<file path="src/core/lds_pkg.sv">
// Shared constants, types and helpers of the load decode and fetch sync block.
package lds_pkg;

	// ------------------------------------------------------------------
	// Instruction fields
	// ------------------------------------------------------------------
	localparam int OPC_HI = 31;
	localparam int OPC_LO = 26;
	localparam int TGT_HI = 25;
	localparam int TGT_LO = 21;
	localparam int BASE_HI = 20;
	localparam int BASE_LO = 16;
	localparam int IDX_HI = 15;
	localparam int IDX_LO = 11;
	localparam int XO_HI = 10;
	localparam int XO_LO = 1;
	localparam int DISP_HI = 15;
	localparam int DISP_LO = 0;

	// ------------------------------------------------------------------
	// Opcodes
	// ------------------------------------------------------------------
	localparam logic [5:0] OP_BYTE = 6'h22;
	localparam logic [5:0] OP_BYTE_U = 6'h23;
	localparam logic [5:0] OP_HALF = 6'h2A;
	localparam logic [5:0] OP_SGL = 6'h30;
	localparam logic [5:0] OP_SGL_U = 6'h31;
	localparam logic [5:0] OP_DBL = 6'h32;
	localparam logic [5:0] OP_DBL_U = 6'h33;
	localparam logic [5:0] OP_EXT = 6'h1F;
	localparam logic [5:0] OP_SYNC = 6'h13;
	localparam logic [9:0] XO_BYTE_UX = 10'h077;
	localparam logic [9:0] XO_BYTE_X = 10'h057;
	localparam logic [9:0] XO_DBL_UX = 10'h277;
	localparam logic [9:0] XO_DBL_X = 10'h257;
	localparam logic [9:0] XO_SGL_UX = 10'h237;
	localparam logic [9:0] XO_SGL_X = 10'h217;
	localparam logic [9:0] XO_SYNC = 10'h096;

	// ------------------------------------------------------------------
	// Reset values and conversion constants
	// ------------------------------------------------------------------
	localparam logic [63:0] DATA_RST = 64'h0;
	localparam logic [31:0] ADDR_RST = 32'h0;
	localparam logic [4:0] REG_RST = 5'h0;
	localparam logic [7:0] SGL_EXP_MAX = 8'hFF;
	localparam logic [10:0] DBL_EXP_MAX = 11'h7FF;
	localparam logic [10:0] EXP_ADJ = 11'h380;
	localparam logic [10:0] DEN_EXP_BASE = 11'h36A;

	typedef enum logic [1:0] {LDS_SZ_1, LDS_SZ_2, LDS_SZ_4, LDS_SZ_8}
		lds_size_t;
	typedef enum logic [1:0] {LDS_K_BYTE, LDS_K_HALF, LDS_K_SGL, LDS_K_DBL}
		lds_kind_t;

	function automatic logic [31:0] sign_extend_fn(input logic [15:0] v);
		sign_extend_fn = {{16{v[15]}}, v};
	endfunction

	function automatic lds_size_t lds_size_of(input lds_kind_t k);
		unique case (k)
			LDS_K_BYTE: lds_size_of = LDS_SZ_1;
			LDS_K_HALF: lds_size_of = LDS_SZ_2;
			LDS_K_SGL: lds_size_of = LDS_SZ_4;
			LDS_K_DBL: lds_size_of = LDS_SZ_8;
		endcase
	endfunction

endpackage

</file>
<file path="src/core/lds_ld_if.sv">
// Operand and datum signals between the load controller and its helpers.
`timescale 1ns/1ps
interface lds_ld_if;
	logic [31:0] base_val;
	logic [31:0] index_val;
	logic [15:0] disp;
	logic use_index;
	logic zero_base;
	logic [31:0] ea;
	lds_pkg::lds_kind_t kind;
	logic [63:0] raw;
	logic [63:0] result;
	modport ctl (output base_val, index_val, disp, use_index, zero_base,
		kind, raw, input ea, result);
	modport addr (input base_val, index_val, disp, use_index, zero_base,
		output ea);
	modport fmt (input kind, raw, output result);
endinterface

</file>
<file path="src/core/lds_core.sv">
// Load decode, execute and fetch synchronize controller.
`timescale 1ns/1ps
module lds_core
	import lds_pkg::*;
(
	input wire logic clk,
	input wire logic reset,
	input wire logic instr_valid_i,
	input wire logic [31:0] instr_i,
	output logic instr_ready_o,
	output logic illegal_o,
	input wire logic pipe_busy_i,
	output logic fetch_hold_o,
	output logic [4:0] base_sel_o,
	output logic [4:0] index_sel_o,
	input wire logic [31:0] base_val_i,
	input wire logic [31:0] index_val_i,
	output logic mem_req_o,
	output logic [31:0] mem_addr_o,
	output lds_size_t mem_size_o,
	input wire logic mem_ready_i,
	input wire logic mem_rvalid_i,
	input wire logic [63:0] mem_rdata_i,
	output logic gpr_wr_en_o,
	output logic [4:0] gpr_wr_idx_o,
	output logic [31:0] gpr_wr_data_o,
	output logic fpr_wr_en_o,
	output logic [4:0] fpr_wr_idx_o,
	output logic [63:0] fpr_wr_data_o,
	output logic base_wr_en_o,
	output logic [4:0] base_wr_idx_o,
	output logic [31:0] base_wr_data_o
);
	typedef enum logic [2:0] {S_IDLE, S_REQ, S_WAIT, S_WB, S_SYNC}
		lds_state_t;

	// ------------------------------------------------------------------
	// Decode
	// ------------------------------------------------------------------
	logic [5:0] opc;
	logic [9:0] xo;
	logic [4:0] f_tgt;
	logic [4:0] f_base;
	logic dec_ok;
	logic dec_sync;
	logic dec_upd;
	logic dec_idx;
	logic dec_fp;
	logic bad_form;
	lds_kind_t dec_kind;

	assign opc = instr_i[OPC_HI:OPC_LO];
	assign xo = instr_i[XO_HI:XO_LO];
	assign f_tgt = instr_i[TGT_HI:TGT_LO];
	assign f_base = instr_i[BASE_HI:BASE_LO];

	always_comb begin
		dec_ok = 1'b1;
		dec_sync = 1'b0;
		dec_upd = 1'b0;
		dec_idx = 1'b0;
		dec_kind = LDS_K_BYTE;
		case (opc)
			OP_BYTE: dec_kind = LDS_K_BYTE;
			OP_BYTE_U: dec_upd = 1'b1;
			OP_HALF: dec_kind = LDS_K_HALF;
			OP_DBL: dec_kind = LDS_K_DBL;
			OP_DBL_U: begin
				dec_kind = LDS_K_DBL;
				dec_upd = 1'b1;
			end
			OP_SGL: dec_kind = LDS_K_SGL;
			OP_SGL_U: begin
				dec_kind = LDS_K_SGL;
				dec_upd = 1'b1;
			end
			OP_EXT: begin
				dec_idx = 1'b1;
				case (xo)
					XO_BYTE_UX: dec_upd = 1'b1;
					XO_BYTE_X: dec_kind = LDS_K_BYTE;
					XO_DBL_UX: begin
						dec_kind = LDS_K_DBL;
						dec_upd = 1'b1;
					end
					XO_DBL_X: dec_kind = LDS_K_DBL;
					XO_SGL_UX: begin
						dec_kind = LDS_K_SGL;
						dec_upd = 1'b1;
					end
					XO_SGL_X: dec_kind = LDS_K_SGL;
					default: dec_ok = 1'b0;
				endcase
			end
			OP_SYNC: begin
				dec_ok = 1'b0;
				dec_sync = (xo == XO_SYNC);
			end
			default: dec_ok = 1'b0;
		endcase
		dec_fp = (dec_kind == LDS_K_SGL) || (dec_kind == LDS_K_DBL);
		// Update forms need a real base; integer ones may not target it.
		bad_form = dec_upd && ((f_base == REG_RST) ||
			(!dec_fp && f_base == f_tgt));
	end

	// ------------------------------------------------------------------
	// Address and format helpers
	// ------------------------------------------------------------------
	lds_ld_if ld ();
	lds_kind_t kind_q;

	assign ld.base_val = base_val_i;
	assign ld.index_val = index_val_i;
	assign ld.disp = instr_i[DISP_HI:DISP_LO];
	assign ld.use_index = dec_idx;
	assign ld.zero_base = !dec_upd && (f_base == REG_RST);
	assign ld.kind = kind_q;
	assign ld.raw = mem_rdata_i;

	lds_ea u_ea (
		.ld(ld)
	);

	lds_fmt u_fmt (
		.ld(ld)
	);

	// ------------------------------------------------------------------
	// Control state
	// ------------------------------------------------------------------
	lds_state_t state_q;
	lds_state_t state_d;
	lds_kind_t kind_d;
	logic upd_q;
	logic upd_d;
	logic fp_q;
	logic fp_d;
	logic illegal_q;
	logic illegal_d;
	logic [4:0] tgt_q;
	logic [4:0] tgt_d;
	logic [4:0] base_q;
	logic [4:0] base_d;
	logic [31:0] ea_q;
	logic [31:0] ea_d;
	logic [63:0] result_q;
	logic [63:0] result_d;

	always_comb begin
		state_d = state_q;
		kind_d = kind_q;
		upd_d = upd_q;
		fp_d = fp_q;
		tgt_d = tgt_q;
		base_d = base_q;
		ea_d = ea_q;
		result_d = result_q;
		illegal_d = 1'b0;
		unique case (state_q)
			S_IDLE: begin
				if (instr_valid_i) begin
					if (dec_sync) begin
						state_d = S_SYNC;
					end else if (dec_ok && !bad_form) begin
						state_d = S_REQ;
						kind_d = dec_kind;
						upd_d = dec_upd;
						fp_d = dec_fp;
						tgt_d = f_tgt;
						base_d = f_base;
						ea_d = ld.ea;
					end else begin
						illegal_d = 1'b1;
					end
				end
			end
			S_REQ: begin
				if (mem_ready_i) begin
					state_d = S_WAIT;
				end
			end
			S_WAIT: begin
				if (mem_rvalid_i) begin
					result_d = ld.result;
					state_d = S_WB;
				end
			end
			S_WB: state_d = S_IDLE;
			S_SYNC: begin
				// Release only once nothing older remains anywhere.
				if (!pipe_busy_i) begin
					state_d = S_IDLE;
				end
			end
		endcase
	end

	always_ff @(posedge clk or posedge reset) begin
		if (reset) begin
			state_q <= S_IDLE;
			kind_q <= LDS_K_BYTE;
			upd_q <= 1'b0;
			fp_q <= 1'b0;
			illegal_q <= 1'b0;
			tgt_q <= REG_RST;
			base_q <= REG_RST;
			ea_q <= ADDR_RST;
			result_q <= DATA_RST;
		end else begin
			state_q <= state_d;
			kind_q <= kind_d;
			upd_q <= upd_d;
			fp_q <= fp_d;
			illegal_q <= illegal_d;
			tgt_q <= tgt_d;
			base_q <= base_d;
			ea_q <= ea_d;
			result_q <= result_d;
		end
	end

	// ------------------------------------------------------------------
	// Outputs
	// ------------------------------------------------------------------
	logic wb;

	assign wb = (state_q == S_WB);
	assign instr_ready_o = (state_q == S_IDLE);
	assign illegal_o = illegal_q;
	assign fetch_hold_o = (state_q == S_SYNC) ||
		(instr_ready_o && instr_valid_i && dec_sync);
	assign base_sel_o = f_base;
	assign index_sel_o = instr_i[IDX_HI:IDX_LO];
	assign mem_req_o = (state_q == S_REQ);
	assign mem_addr_o = ea_q;
	assign mem_size_o = lds_size_of(kind_q);
	assign gpr_wr_en_o = wb && !fp_q;
	assign gpr_wr_idx_o = tgt_q;
	assign gpr_wr_data_o = result_q[31:0];
	assign fpr_wr_en_o = wb && fp_q;
	assign fpr_wr_idx_o = tgt_q;
	assign fpr_wr_data_o = result_q;
	assign base_wr_en_o = wb && upd_q;
	assign base_wr_idx_o = base_q;
	assign base_wr_data_o = ea_q;

	logic [31:0] exp_ea;
	logic take_load;

	assign exp_ea = ((!dec_upd && f_base == REG_RST) ? ADDR_RST : base_val_i)
		+ (dec_idx ? index_val_i : sign_extend_fn(instr_i[DISP_HI:DISP_LO]));
	assign take_load = instr_ready_o && instr_valid_i && dec_ok && !bad_form;
endmodule

</file>
<file path="src/core/lds_ea.sv">
// Effective address adder of the load decode block.
`timescale 1ns/1ps
module lds_ea
	import lds_pkg::*;
(
	lds_ld_if.addr ld
);
	logic [31:0] base_eff;
	logic [31:0] offset;

	always_comb begin
		base_eff = ld.zero_base ? ADDR_RST : ld.base_val;
		offset = ld.use_index ? ld.index_val : sign_extend_fn(ld.disp);
		ld.ea = base_eff + offset;
	end
endmodule

</file>
<file path="src/core/lds_fmt.sv">
// Formats a returned memory datum into the target register layout.
`timescale 1ns/1ps
module lds_fmt
	import lds_pkg::*;
(
	lds_ld_if.fmt ld
);
	// ------------------------------------------------------------------
	// Single to double conversion
	// ------------------------------------------------------------------
	function automatic logic [63:0] to_double(input logic [31:0] w);
		logic [7:0] e;
		logic [22:0] f;
		logic [22:0] nf;
		logic [4:0] p;
		logic [10:0] de;
		e = w[30:23];
		f = w[22:0];
		p = 5'h0;
		for (int i = 0; i < 23; i++) begin
			if (f[i]) begin
				p = 5'(i);
			end
		end
		nf = 23'(f << (5'd23 - p));
		de = DEN_EXP_BASE + {6'h0, p};
		if (e == SGL_EXP_MAX) begin
			to_double = {w[31], DBL_EXP_MAX, f, 29'h0};
		end else if (e != 8'h0) begin
			to_double = {w[31], EXP_ADJ + {3'h0, e}, f, 29'h0};
		end else if (f == 23'h0) begin
			to_double = {w[31], 63'h0};
		end else begin
			// A denormal single becomes a normal double.
			to_double = {w[31], de, nf, 29'h0};
		end
	endfunction

	always_comb begin
		unique case (ld.kind)
			LDS_K_BYTE: ld.result = {56'h0, ld.raw[7:0]};
			LDS_K_HALF: ld.result = {32'h0, sign_extend_fn(ld.raw[15:0])};
			LDS_K_SGL: ld.result = to_double(ld.raw[31:0]);
			LDS_K_DBL: ld.result = ld.raw;
		endcase
	end
endmodule

</file>
<file path="config.mk">
export PLATFORM = sky130hd
export DESIGN_NAME = lds_core
export DESIGN_NICKNAME = d
export VERILOG_FILES = /design/src/core/lds_pkg.sv /design/src/core/lds_ld_if.sv /design/src/core/lds_core.sv /design/src/core/lds_ea.sv /design/src/core/lds_fmt.sv
export SDC_FILE = /design/constraint.sdc
export NUM_CORES = 1
export LEC_CHECK = 0
export ABC_AREA = 1
export BUFFER_PORTS_ARGS = -buffer_cell sky130_fd_sc_hd__buf_4
export CAP_MARGIN = 20
export CORE_AREA = 2 2 155 157
export CTS_CLUSTER_SIZE = 40
export DETAILED_ROUTE_END_ITERATION = 8
export DIE_AREA = 0 0 157 159
export HOLD_SLACK_MARGIN = 0.06
export PLACE_DENSITY = 0.81
export SYNTH_ARGS = -nofsm -noshare
export SYNTH_HDL_FRONTEND = slang
export SYNTH_HIERARCHICAL = 1
export SYNTH_SLANG_ARGS = --single-unit
</file>
<file path="constraint.sdc">
create_clock -name clk -period 3.3 [get_ports clk]
set_input_delay 0.165 -clock clk [delete_from_list [all_inputs] [get_ports clk]]
set_output_delay 0.165 -clock clk [all_outputs]
set_load 0.05 [all_outputs]
</file>
==> results.sh, run 1 <==
export IMPL_fillCellCount=2095
export IMPL_drive_gt1_frac=0.2910
export IMPL_std_cell_rows=56
export IMPL_antenna_found_initial=0
export IMPL_seq_power_share=0.228
export IMPL_hold_violations=0
export IMPL_fin_crit_sh=0.9146
export IMPL_p_int_mw=4.553
export IMPL_clk_pin_slew_ns=0.06
export IMPL_ff2ff_setup_slack_ns=0.93
export IMPL_synth_edf_count=0
export IMPL_synth_seq_cells=114
export IMPL_cp_slowest_stage_delay_ns=0.55
export IMPL_slew_headroom=0.5001
export IMPL_viasPerCell=5.111
export IMPL_clock_fmax_ghz=0.3313
export IMPL_ios=360
export IMPL_dr_pass1_iters=6
export IMPL_cts_hold_buf=13
export IMPL_route_detailed_drc=0
export IMPL_die_x_um=157
export IMPL_grt_pass1_wl_um=60130
export IMPL_required_ns=3.62
export IMPL_setup_tns_ns=0
export IMPL_status="finished clean"
export IMPL_synth_distinct_cells=44
export IMPL_reg2reg_to="base_wr_data_o[30]"
export IMPL_p_sw_frac=0.5264
export IMPL_core_area_mm2=0.02319
export IMPL_min_to="base_wr_idx_o[0]"
export IMPL_min_path_type="input port to register"
export IMPL_crit_path_start_kind="input port"
export IMPL_syn_num_nets=1907
export IMPL_worst_slack_ns=0.2817
export IMPL_crit_fanout=4
export IMPL_clkSinkCount=114
export IMPL_hpwl_um=30920
export IMPL_drtIter0Drc=1045
export IMPL_yosys_warnings=6
export IMPL_startpoint="instr_i[17]"
export IMPL_netlist_instances=1706
export IMPL_cts_tree="yes"
export IMPL_p_sw_mw=5.062
export IMPL_slowest_stage="dlygate4sd3_1"
export IMPL_syn2layout_area_growth_pct=30.23
export IMPL_hold_path_startpoint="instr_i[16]"
export IMPL_max_vdd_ir_drop_v=0.0005999
export IMPL_clock_path_buffers=2
export IMPL_clockRootBuffer="clkbuf_16"
export IMPL_wl_per_cell_um=16.62
export IMPL_grt_pass1_vias=11580
export IMPL_p_leak_nw=8.612
export IMPL_htreeDepth=4
export IMPL_cts_resized=0
export IMPL_nNetsFinal=2212
export IMPL_gp_congestion=1.067
export IMPL_drv_cap=0
export IMPL_die_h_um=159
export IMPL_cpMostUsedCell="nand2_1"
export IMPL_cts_setup_buffers=0
export IMPL_die_area_mm2=0.02496
export IMPL_io_buffers=359
export IMPL_p_per_area_mw_per_mm2=672.5
export IMPL_skew_ns=0.01899
export IMPL_vias=11980
export IMPL_rsz0062_at_grt="false"
export IMPL_r2r_cells=9
export IMPL_grt_ovfl_total=0
export IMPL_min_path_cells=3
export IMPL_grtUsageTotal=0.3060
export IMPL_tightestPinTransition_ns=0.7498
export IMPL_async_flop_share=1.000
export IMPL_r2r_start="state_q[1]"
export IMPL_min_period_ns=3.018
export IMPL_finalSetupViolCount=0
export IMPL_ant_nets=0
export IMPL_crit_chain="dlygate4sd3_1 -> buf_4 -> nor3_1 -> nand3_1 -> nor2_2 -> nor2_1 -> ha_1 -> fa_1 -> nand3_1 -> nand3_2 -> nand2_1 -> nand2_2 -> nand2_1 -> nand2_2 -> nand2_1 -> nand3_1 -> nand2_1 -> inv_1 -> o21ai_2"
export IMPL_cts_inserted_buffers=17
export IMPL_grt_max_degree=61
export IMPL_clock_latency_ns=0.42
export IMPL_pre_cts_ws_ns=0.3960
export IMPL_synth_area_mm2=0.01098
export IMPL_end_kind="register"
export IMPL_yosysSeqAreaShare=0.2599
export IMPL_crit_arrival_ns=3.33
export IMPL_p_clk_frac=0.195
export IMPL_totalWireLength_um=38930
export IMPL_combPwrFrac=0.577
export IMPL_antenna_cells=0
export IMPL_synthFlopType="dfrtp_1"
export IMPL_maxSlewViolCount=0
export IMPL_syn_area_per_cell_um2=6.435
export IMPL_worstSetupPathType="input port to register"
export IMPL_initial_core_util=0.4733
per-stage QoR:
step	power, mW	hold WS, ns	std cells	util	area (µm²)
final	9.615	0.07724	2343	0.6164	14300
after global routing	10.03	0.07128	2343	0.6164	14300
after CTS	9.649	0.06193	2342	0.6152	14270
after detailed placement	7.740	0.3576	2297	0.5841	13550
after global placement	7.690	0.3533	2297	0.5841	13550
after floorplan	6.331	0.2935	1706	-	10980
logic make-up (layout without fill, tap and decap cells):
kind of cell | Yosys count | count (layout) | share of synthesized area
AO/OA/AOI/OAI | 149 | 149 | 0.09061
XOR/XNOR | 19 | 19 | 0.01516
adder cells (fa/ha/maj) | 35 | 35 | 0.04057
buffers and inverters | 406 | 724 | 0.1757
flip-flops | 114 | 114 | 0.2599
multiplexers | 64 | 64 | 0.06565
AND/OR/NAND/NOR | 919 | 919 | 0.3524
power groups by stage:
stage / registers [mW] / clock network, mW / logic, mW
4_1_cts: 2.19 / 1.90 / 5.56
3_3_place_gp: 2.20 / 0 / 5.49
2_1_floorplan: 3.43 / 0 / 2.90
6_report: 2.19 / 1.87 / 5.55
5_1_grt: 2.23 / 1.97 / 5.83
3_5_place_dp: 2.21 / 0 / 5.53
worst max-delay path by stage:
stage / end / cells after the start
2_1_floorplan: base_wr_data_o[0] / 1
3_3_place_gp: fpr_wr_data_o[35] / 31
3_5_place_dp: fpr_wr_data_o[35] / 31
4_1_cts: base_wr_data_o[20] / 19
5_1_grt: base_wr_data_o[28] / 18
6_report: base_wr_data_o[20] / 19
placed cells by master (no fill, tap or decap), drive strengths merged, types with 13 or more instances in the layout:
cell	instances
a21oi	34
buf	403
clkbuf	19
dfrtp	114
dlygate4sd3	13
ha	34
inv	284
mux2	64
nand2	608
nand3	149
nand4	16
nor2	121
nor3	15
o21ai	88
xor2	15
cell usage after synthesis, types with 15 or more instances:
master,number,area share
inv_1,271,0.093
nand3_1,138,0.063
nand2_1,589,0.20
o21ai_2,43,0.034
xor2_1,15,0.012
nand4_1,15,0.0085
mux2_2,64,0.066
dfrtp_1,114,0.26
nand2_2,17,0.0097
a21oi_1,33,0.015
o21ai_0,33,0.015
buf_4,82,0.056
ha_1,34,0.039
nor2_1,117,0.040
clkbuf_1,24,0.0082
nor3_1,15,0.0068
worst max-delay path, delay by kind of cell:
family	cells	cell delay, ns
simple gates	13	1.58
buf+inv	3	0.75
compound gates	1	0.12
fa+ha+maj	2	0.69
layout make-up:
type,count,area [µm²],share of cell area
Inverter,276,1039,0.07264
Multi-Input combinational cell,1186,6201,0.4337
Clock inverter,13,138.9,0.009715
Tap cell,319,399.1,0.02792
Timing Repair Buffer,416,3213,0.2248
Clock buffer,19,452.9,0.03168
Sequential cell,114,2853,0.1995
state kept, by name, indices dropped and copies added (netlist names):
signal / cells
fpr_wr_data_o: 64
kind_q: 2
upd_q: 1
fpr_wr_idx_o: 5
illegal_o: 1
state_q: 3
base_wr_idx_o: 5
base_wr_data_o: 32
fp_q: 1
per-layer routing:
metal	share of wire	global-route usage	wire (µm)
met3	0.078	0.05689	3032
met4	0.044	0.1384	1695
met1	0.39	0.3668	15350
met2	0.48	0.5287	18850
met5	0	0	0
(Power assumes the default switching activity.)
==> inputs of run 2 (changes only) <==
--- a/config.mk
+++ b/config.mk
@@ -14,6 +14,7 @@
 export DIE_AREA = 0 0 157 159
 export HOLD_SLACK_MARGIN = 0.06
 export PLACE_DENSITY = 0.81
+export RECOVER_POWER = 25
 export SYNTH_ARGS = -nofsm -noshare
 export SYNTH_HDL_FRONTEND = slang
 export SYNTH_HIERARCHICAL = 1
==> results.sh, run 2 (synthesis gave the netlist of run 1 again) <==
export IMPL_crit_fanout=30
export IMPL_placed_cells=2297
export IMPL_p_per_area_mw_per_mm2=673.2
export IMPL_drtIter0Drc=984
export IMPL_fin_crit_sh=0.9145
export IMPL_grt_busiest_layer="met2"
export IMPL_ant_nets=0
export IMPL_skew_ns=0.01801
export IMPL_slew_headroom=-0.5173
export IMPL_layoutNonFillerInstCount=2343
export IMPL_antenna_found_initial=0
export IMPL_hold_violations=0
export IMPL_cts_setup_buffers=0
export IMPL_die_x_um=157
export IMPL_die_h_um=159
export IMPL_grtUsageTotal=0.3060
export IMPL_slowest_stage="dlygate4sd3_1"
export IMPL_worstSetupPathType="input port to register"
export IMPL_viasPerCell=5.110
export IMPL_clock_latency_ns=0.42
export IMPL_htreeDepth=4
export IMPL_grt_pass1_vias=11580
export IMPL_core_area_mm2=0.02319
export IMPL_cts_tree="yes"
export IMPL_rsz0062_at_grt="false"
export IMPL_drv_cap=1
export IMPL_crit_path_start_kind="input port"
export IMPL_setup_tns_ns=0
export IMPL_hpwl_um=30920
export IMPL_reg2reg_to="base_wr_data_o[30]"
export IMPL_use_met1=0.3668
export IMPL_largest_register_ffs=64
export IMPL_p_leak_nw=8.406
export IMPL_tightestPinTransition_ns=2.274
export IMPL_grt_ovfl_total=0
export IMPL_end_kind="register"
export IMPL_violations="DRC, capacitance limit, slew limit"
export IMPL_required_ns=3.64
export IMPL_min_path_type="input port to register"
export IMPL_antenna_cells=0
export IMPL_clockRootBuffer="clkbuf_16"
export IMPL_cts_inserted_buffers=17
export IMPL_gr_usage_met2=0.5287
export IMPL_cts_hold_buf=13
export IMPL_dr_pass1_iters=8
export IMPL_critPathTopFamily="simple AND/OR/NAND/NOR gates"
export IMPL_whs_ns=0.08044
export IMPL_wl_per_cell_um=16.58
export IMPL_status="finished with violations"
export IMPL_cts_resized=0
export IMPL_maxSlewViolCount=55
export IMPL_cpMostUsedCell="nand2_1"
export IMPL_clk_pin_slew_ns=0.06
export IMPL_r2r_cells=9
export IMPL_ff2ff_setup_slack_ns=0.91
export IMPL_grt_max_degree=61
export IMPL_drive_gt1_frac=0.2653
export IMPL_route_detailed_drc=1
export IMPL_crit_arrival_ns=3.36
export IMPL_critPathBufInv=4
export IMPL_clock_fmax_ghz=0.3314
export IMPL_die_area_mm2=0.02496
export IMPL_nNetsFinal=2212
export IMPL_ios=360
export IMPL_final_common_cell="nand2_1"
export IMPL_grtUsageMet3=0.05689
export IMPL_clock_path_buffers=2
export IMPL_min_period_ns=3.018
export IMPL_cp_slowest_stage_delay_ns=0.55
export IMPL_layout_common_cells="nand2_1 (588), buf_4 (347), inv_1 (271)"
export IMPL_std_cell_rows=56
export IMPL_clkSinkCount=114
export IMPL_min_to="base_wr_idx_o[0]"
export IMPL_max_vdd_ir_drop_v=0.0005798
export IMPL_totalWireLength_um=38840
export IMPL_hold_path_startpoint="instr_i[16]"
export IMPL_finalSetupViolCount=0
export IMPL_gp_congestion=1.067
export IMPL_vias=11970
export IMPL_min_path_cells=3
export IMPL_crit_chain="dlygate4sd3_1 -> buf_4 -> nor3_1 -> nand3_1 -> nor2_2 -> buf_12 -> nor2_1 -> ha_1 -> nand2_1 -> nor2_1 -> nand2_1 -> nor2_1 -> nand2_1 -> nand3_1 -> nand2_1 -> nand2_1 -> inv_1 -> o21ai_2"
export IMPL_grt_pass1_wl_um=60130
export IMPL_io_buffers=359
export IMPL_r2r_start="state_q[1]"
export IMPL_syn2layout_area_growth_pct=28.46
export IMPL_initial_core_util=0.4733
run 2: cell count changes in the layout (fill, tap and decap cells not counted):
cell,previous run,this run
inv_1,270,271
buf_4,399,347
inv_4,1,0
clkbuf_1,0,51
clkbuf_4,0,1
run 2: through the flow:
step / power (mW) / utilization / setup WS [ns] / area, µm²
2_1_floorplan: 6.331 / - / 0.1193 / 10980
3_3_place_gp: 7.690 / 0.5841 / 0.3110 / 13550
3_5_place_dp: 7.740 / 0.5841 / 0.3960 / 13550
4_1_cts: 9.649 / 0.6152 / 0.4329 / 14270
5_1_grt: 9.911 / 0.6081 / 0.07657 / 14100
6_report: 9.493 / 0.6081 / 0.2821 / 14100
run 2: worst max-delay path by stage:
stage	to	cells after the start	startpoint	slack, ns
finish	base_wr_data_o[25]	18	instr_i[17]	0.28
global route	base_wr_data_o[28]	18	instr_i[17]	0.08
CTS	base_wr_data_o[20]	19	instr_i[17]	0.43
detailed placement	fpr_wr_data_o[35]	31	mem_rdata_i[2]	0.40
global placement	fpr_wr_data_o[35]	31	mem_rdata_i[2]	0.31
floorplan	base_wr_data_o[0]	1	reset	0.12
run 2: layout make-up:
| class | instances | area, µm² |
|---|---|---|
| multi-input cells | 1186 | 6201 |
| flip-flops and latches | 114 | 2853 |
| fillers | 2161 | 9090 |
| repair buffers | 416 | 3022 |
| clock inverters | 13 | 138.9 |
| clock buffers | 19 | 452.9 |
| inverters | 276 | 1036 |
| well taps | 319 | 399.1 |
run 2: tightest hold or removal path, stage by stage:
cell,delay [ns]
buf_4,0.10
inv_1,0.07
o21ai_2,0.13
run 2: routing by layer:
layer	vias to the layer above	part of all wire	wire length, µm
met5	-	0	0
met1	5457	0.39	15290
met3	105	0.080	3100
met4	0	0.042	1640
li1	5848	-	-
met2	563	0.48	18810
run 2: power by group:
part           internal [mW]  switching, mW  leakage (nW)
logic                   1.54           3.90          6.60
registers               1.80          0.394          1.52
clock network           1.11          0.763         0.290
==> inputs of run 3 (changes only) <==
--- a/config.mk
+++ b/config.mk
@@ -14,7 +14,7 @@
 export DIE_AREA = 0 0 157 159
 export HOLD_SLACK_MARGIN = 0.06
 export PLACE_DENSITY = 0.81
-export RECOVER_POWER = 25
+export RECOVER_POWER = 100
 export SYNTH_ARGS = -nofsm -noshare
 export SYNTH_HDL_FRONTEND = slang
 export SYNTH_HIERARCHICAL = 1
==> results.sh, run 3 (synthesis gave the netlist of run 1 again) <==
export IMPL_status="finished with violations"
export IMPL_violations="capacitance limit, slew limit"
export IMPL_drtIter0Drc=932
export IMPL_grt_pass1_wl_um=60130
export IMPL_initial_core_util=0.4733
export IMPL_p_sw_frac=0.5617
export IMPL_core_area_mm2=0.02319
export IMPL_clock_latency_ns=0.42
export IMPL_io_buffers=359
export IMPL_p_leak_nw=7.775
export IMPL_p_sw_mw=4.989
export IMPL_fin_crit_sh=0.9326
export IMPL_grt_max_degree=61
export IMPL_nNetsFinal=2212
export IMPL_route_detailed_drc=0
export IMPL_ant_nets=0
export IMPL_min_period_ns=3.078
export IMPL_skew_ns=0.01609
export IMPL_clkSinkCount=114
export IMPL_cts_tree="yes"
export IMPL_min_path_type="input port to register"
export IMPL_end_kind="register"
export IMPL_std_cell_rows=56
export IMPL_hold_violations=0
export IMPL_grt_ovfl_total=0
export IMPL_slew_headroom=-0.5278
export IMPL_viasPerCell=5.085
export IMPL_die_area_mm2=0.02496
export IMPL_max_vdd_ir_drop_v=0.0004784
export IMPL_cp_slowest_stage_delay_ns=0.55
export IMPL_antenna_cells=0
export IMPL_cts_inserted_buffers=17
export IMPL_crit_chain="dlygate4sd3_1 -> buf_4 -> nor3_1 -> nand3_1 -> nor2_2 -> nor2_1 -> ha_1 -> fa_1 -> nand3_1 -> nand3_2 -> nand2_1 -> nand2_1 -> nand2_1 -> nand2_2 -> nand2_1 -> nand2_1 -> nand2_1 -> nand2_1 -> inv_1 -> o21ai_2"
export IMPL_final_common_cell="nand2_1"
export IMPL_crit_arrival_ns=3.34
export IMPL_p_int_mw=3.893
export IMPL_critPathTopFamily="simple AND/OR/NAND/NOR gates"
export IMPL_combPwrFrac=0.546
export IMPL_ios=360
export IMPL_hpwl_um=30920
export IMPL_cts_hold_buf=13
export IMPL_cts_resized=0
export IMPL_grt_pass1_vias=11580
export IMPL_drv_cap=1
export IMPL_cts_setup_buffers=0
export IMPL_grtUsageTotal=0.3060
export IMPL_setup_tns_ns=0
export IMPL_slowest_stage="dlygate4sd3_1"
export IMPL_vias=11910
export IMPL_die_h_um=159
export IMPL_wl_per_cell_um=16.57
export IMPL_crit_fanout=4
export IMPL_power_total_mw=8.882
export IMPL_htreeDepth=4
export IMPL_seq_power_share=0.244
export IMPL_layout_common_cells="nand2_1 (596), inv_1 (271), buf_4 (200)"
export IMPL_syn2layout_area_growth_pct=22.20
export IMPL_die_x_um=157
export IMPL_worst_slack_ns=0.2224
export IMPL_required_ns=3.56
export IMPL_clock_fmax_ghz=0.3249
export IMPL_clockRootBuffer="clkbuf_16"
export IMPL_antenna_found_initial=0
export IMPL_rsz0062_at_grt="false"
export IMPL_drive_gt1_frac=0.1769
export IMPL_pre_cts_ws_ns=0.3960
export IMPL_p_per_area_mw_per_mm2=662.1
export IMPL_totalWireLength_um=38830
export IMPL_dr_pass1_iters=8
export IMPL_finalSetupViolCount=0
export IMPL_whs_ns=0.08130
export IMPL_p_clk_frac=0.210
export IMPL_worstSetupPathType="input port to register"
export IMPL_cpMostUsedCell="nand2_1"
export IMPL_crit_path_start_kind="input port"
export IMPL_clock_path_buffers=2
export IMPL_gp_congestion=1.067
export IMPL_tightestPinTransition_ns=2.289
export IMPL_critPathBufInv=3
export IMPL_largest_register_ffs=64
export IMPL_fillCellCount=2393
export IMPL_maxSlewViolCount=55
export IMPL_clk_pin_slew_ns=0.06
[run 3: final timing paths]
kind / from / end / slack (ns) / depth (start not counted)
max: instr_i[17] / base_wr_data_o[20] / 0.22 / 20
min: mem_rdata_i[45] / fpr_wr_data_o[45] / 0.08 / 4
max reg2reg: state_q[1] / base_wr_idx_o[1] / 0.45 / 8
min reg2reg: base_wr_idx_o[4] / base_wr_idx_o[4] / 0.49 / 2
max in group asynchronous: reset / fpr_wr_data_o[7] / 0.88 / 3
min in group asynchronous: reset / fpr_wr_data_o[39] / 1.11 / 3
[run 3: layout make-up]
class	count	area, µm²	share of cell area
clock buffers	19	452.9	0.03376
clock inverters	13	138.9	0.01035
inverters	276	1036	0.07722
well taps	319	399.1	0.02975
flip-flops and latches	114	2853	0.2126
multi-input cells	1186	6078	0.4531
repair buffers	416	2457	0.1832
[run 3: power by group through the flow]
stage / sequential [mW] / clock [mW] / combinational, mW
2_1_floorplan: 3.43 / 0 / 2.90
3_3_place_gp: 2.20 / 0 / 5.49
3_5_place_dp: 2.21 / 0 / 5.53
4_1_cts: 2.19 / 1.90 / 5.56
5_1_grt: 2.22 / 1.97 / 5.12
6_report: 2.17 / 1.87 / 4.85
[run 3: stage by stage]
stage / area [µm²] / instances / utilization
final: 13420 / 2343 / 0.5784
after CTS: 14270 / 2342 / 0.6152
after global routing: 13420 / 2343 / 0.5784
after floorplan: 10980 / 1706 / -
after global placement: 13550 / 2297 / 0.5841
after detailed placement: 13550 / 2297 / 0.5841
[run 3: layer usage]
layer	vias to the layer above	routed length, µm	global-route usage
li1	5855	-	-
met1	5398	15320	0.3668
met2	555	18910	0.5287
met3	105	2897	0.05689
met4	0	1697	0.1384
met5	-	0	0
[run 3: tightest hold or removal path: cells and delay by family]
| family | cells | cell delay (ns) |
|---|---|---|
| buf+inv | 1 | 0.08 |
| mux | 1 | 0.13 |
| simple gates | 2 | 0.09 |
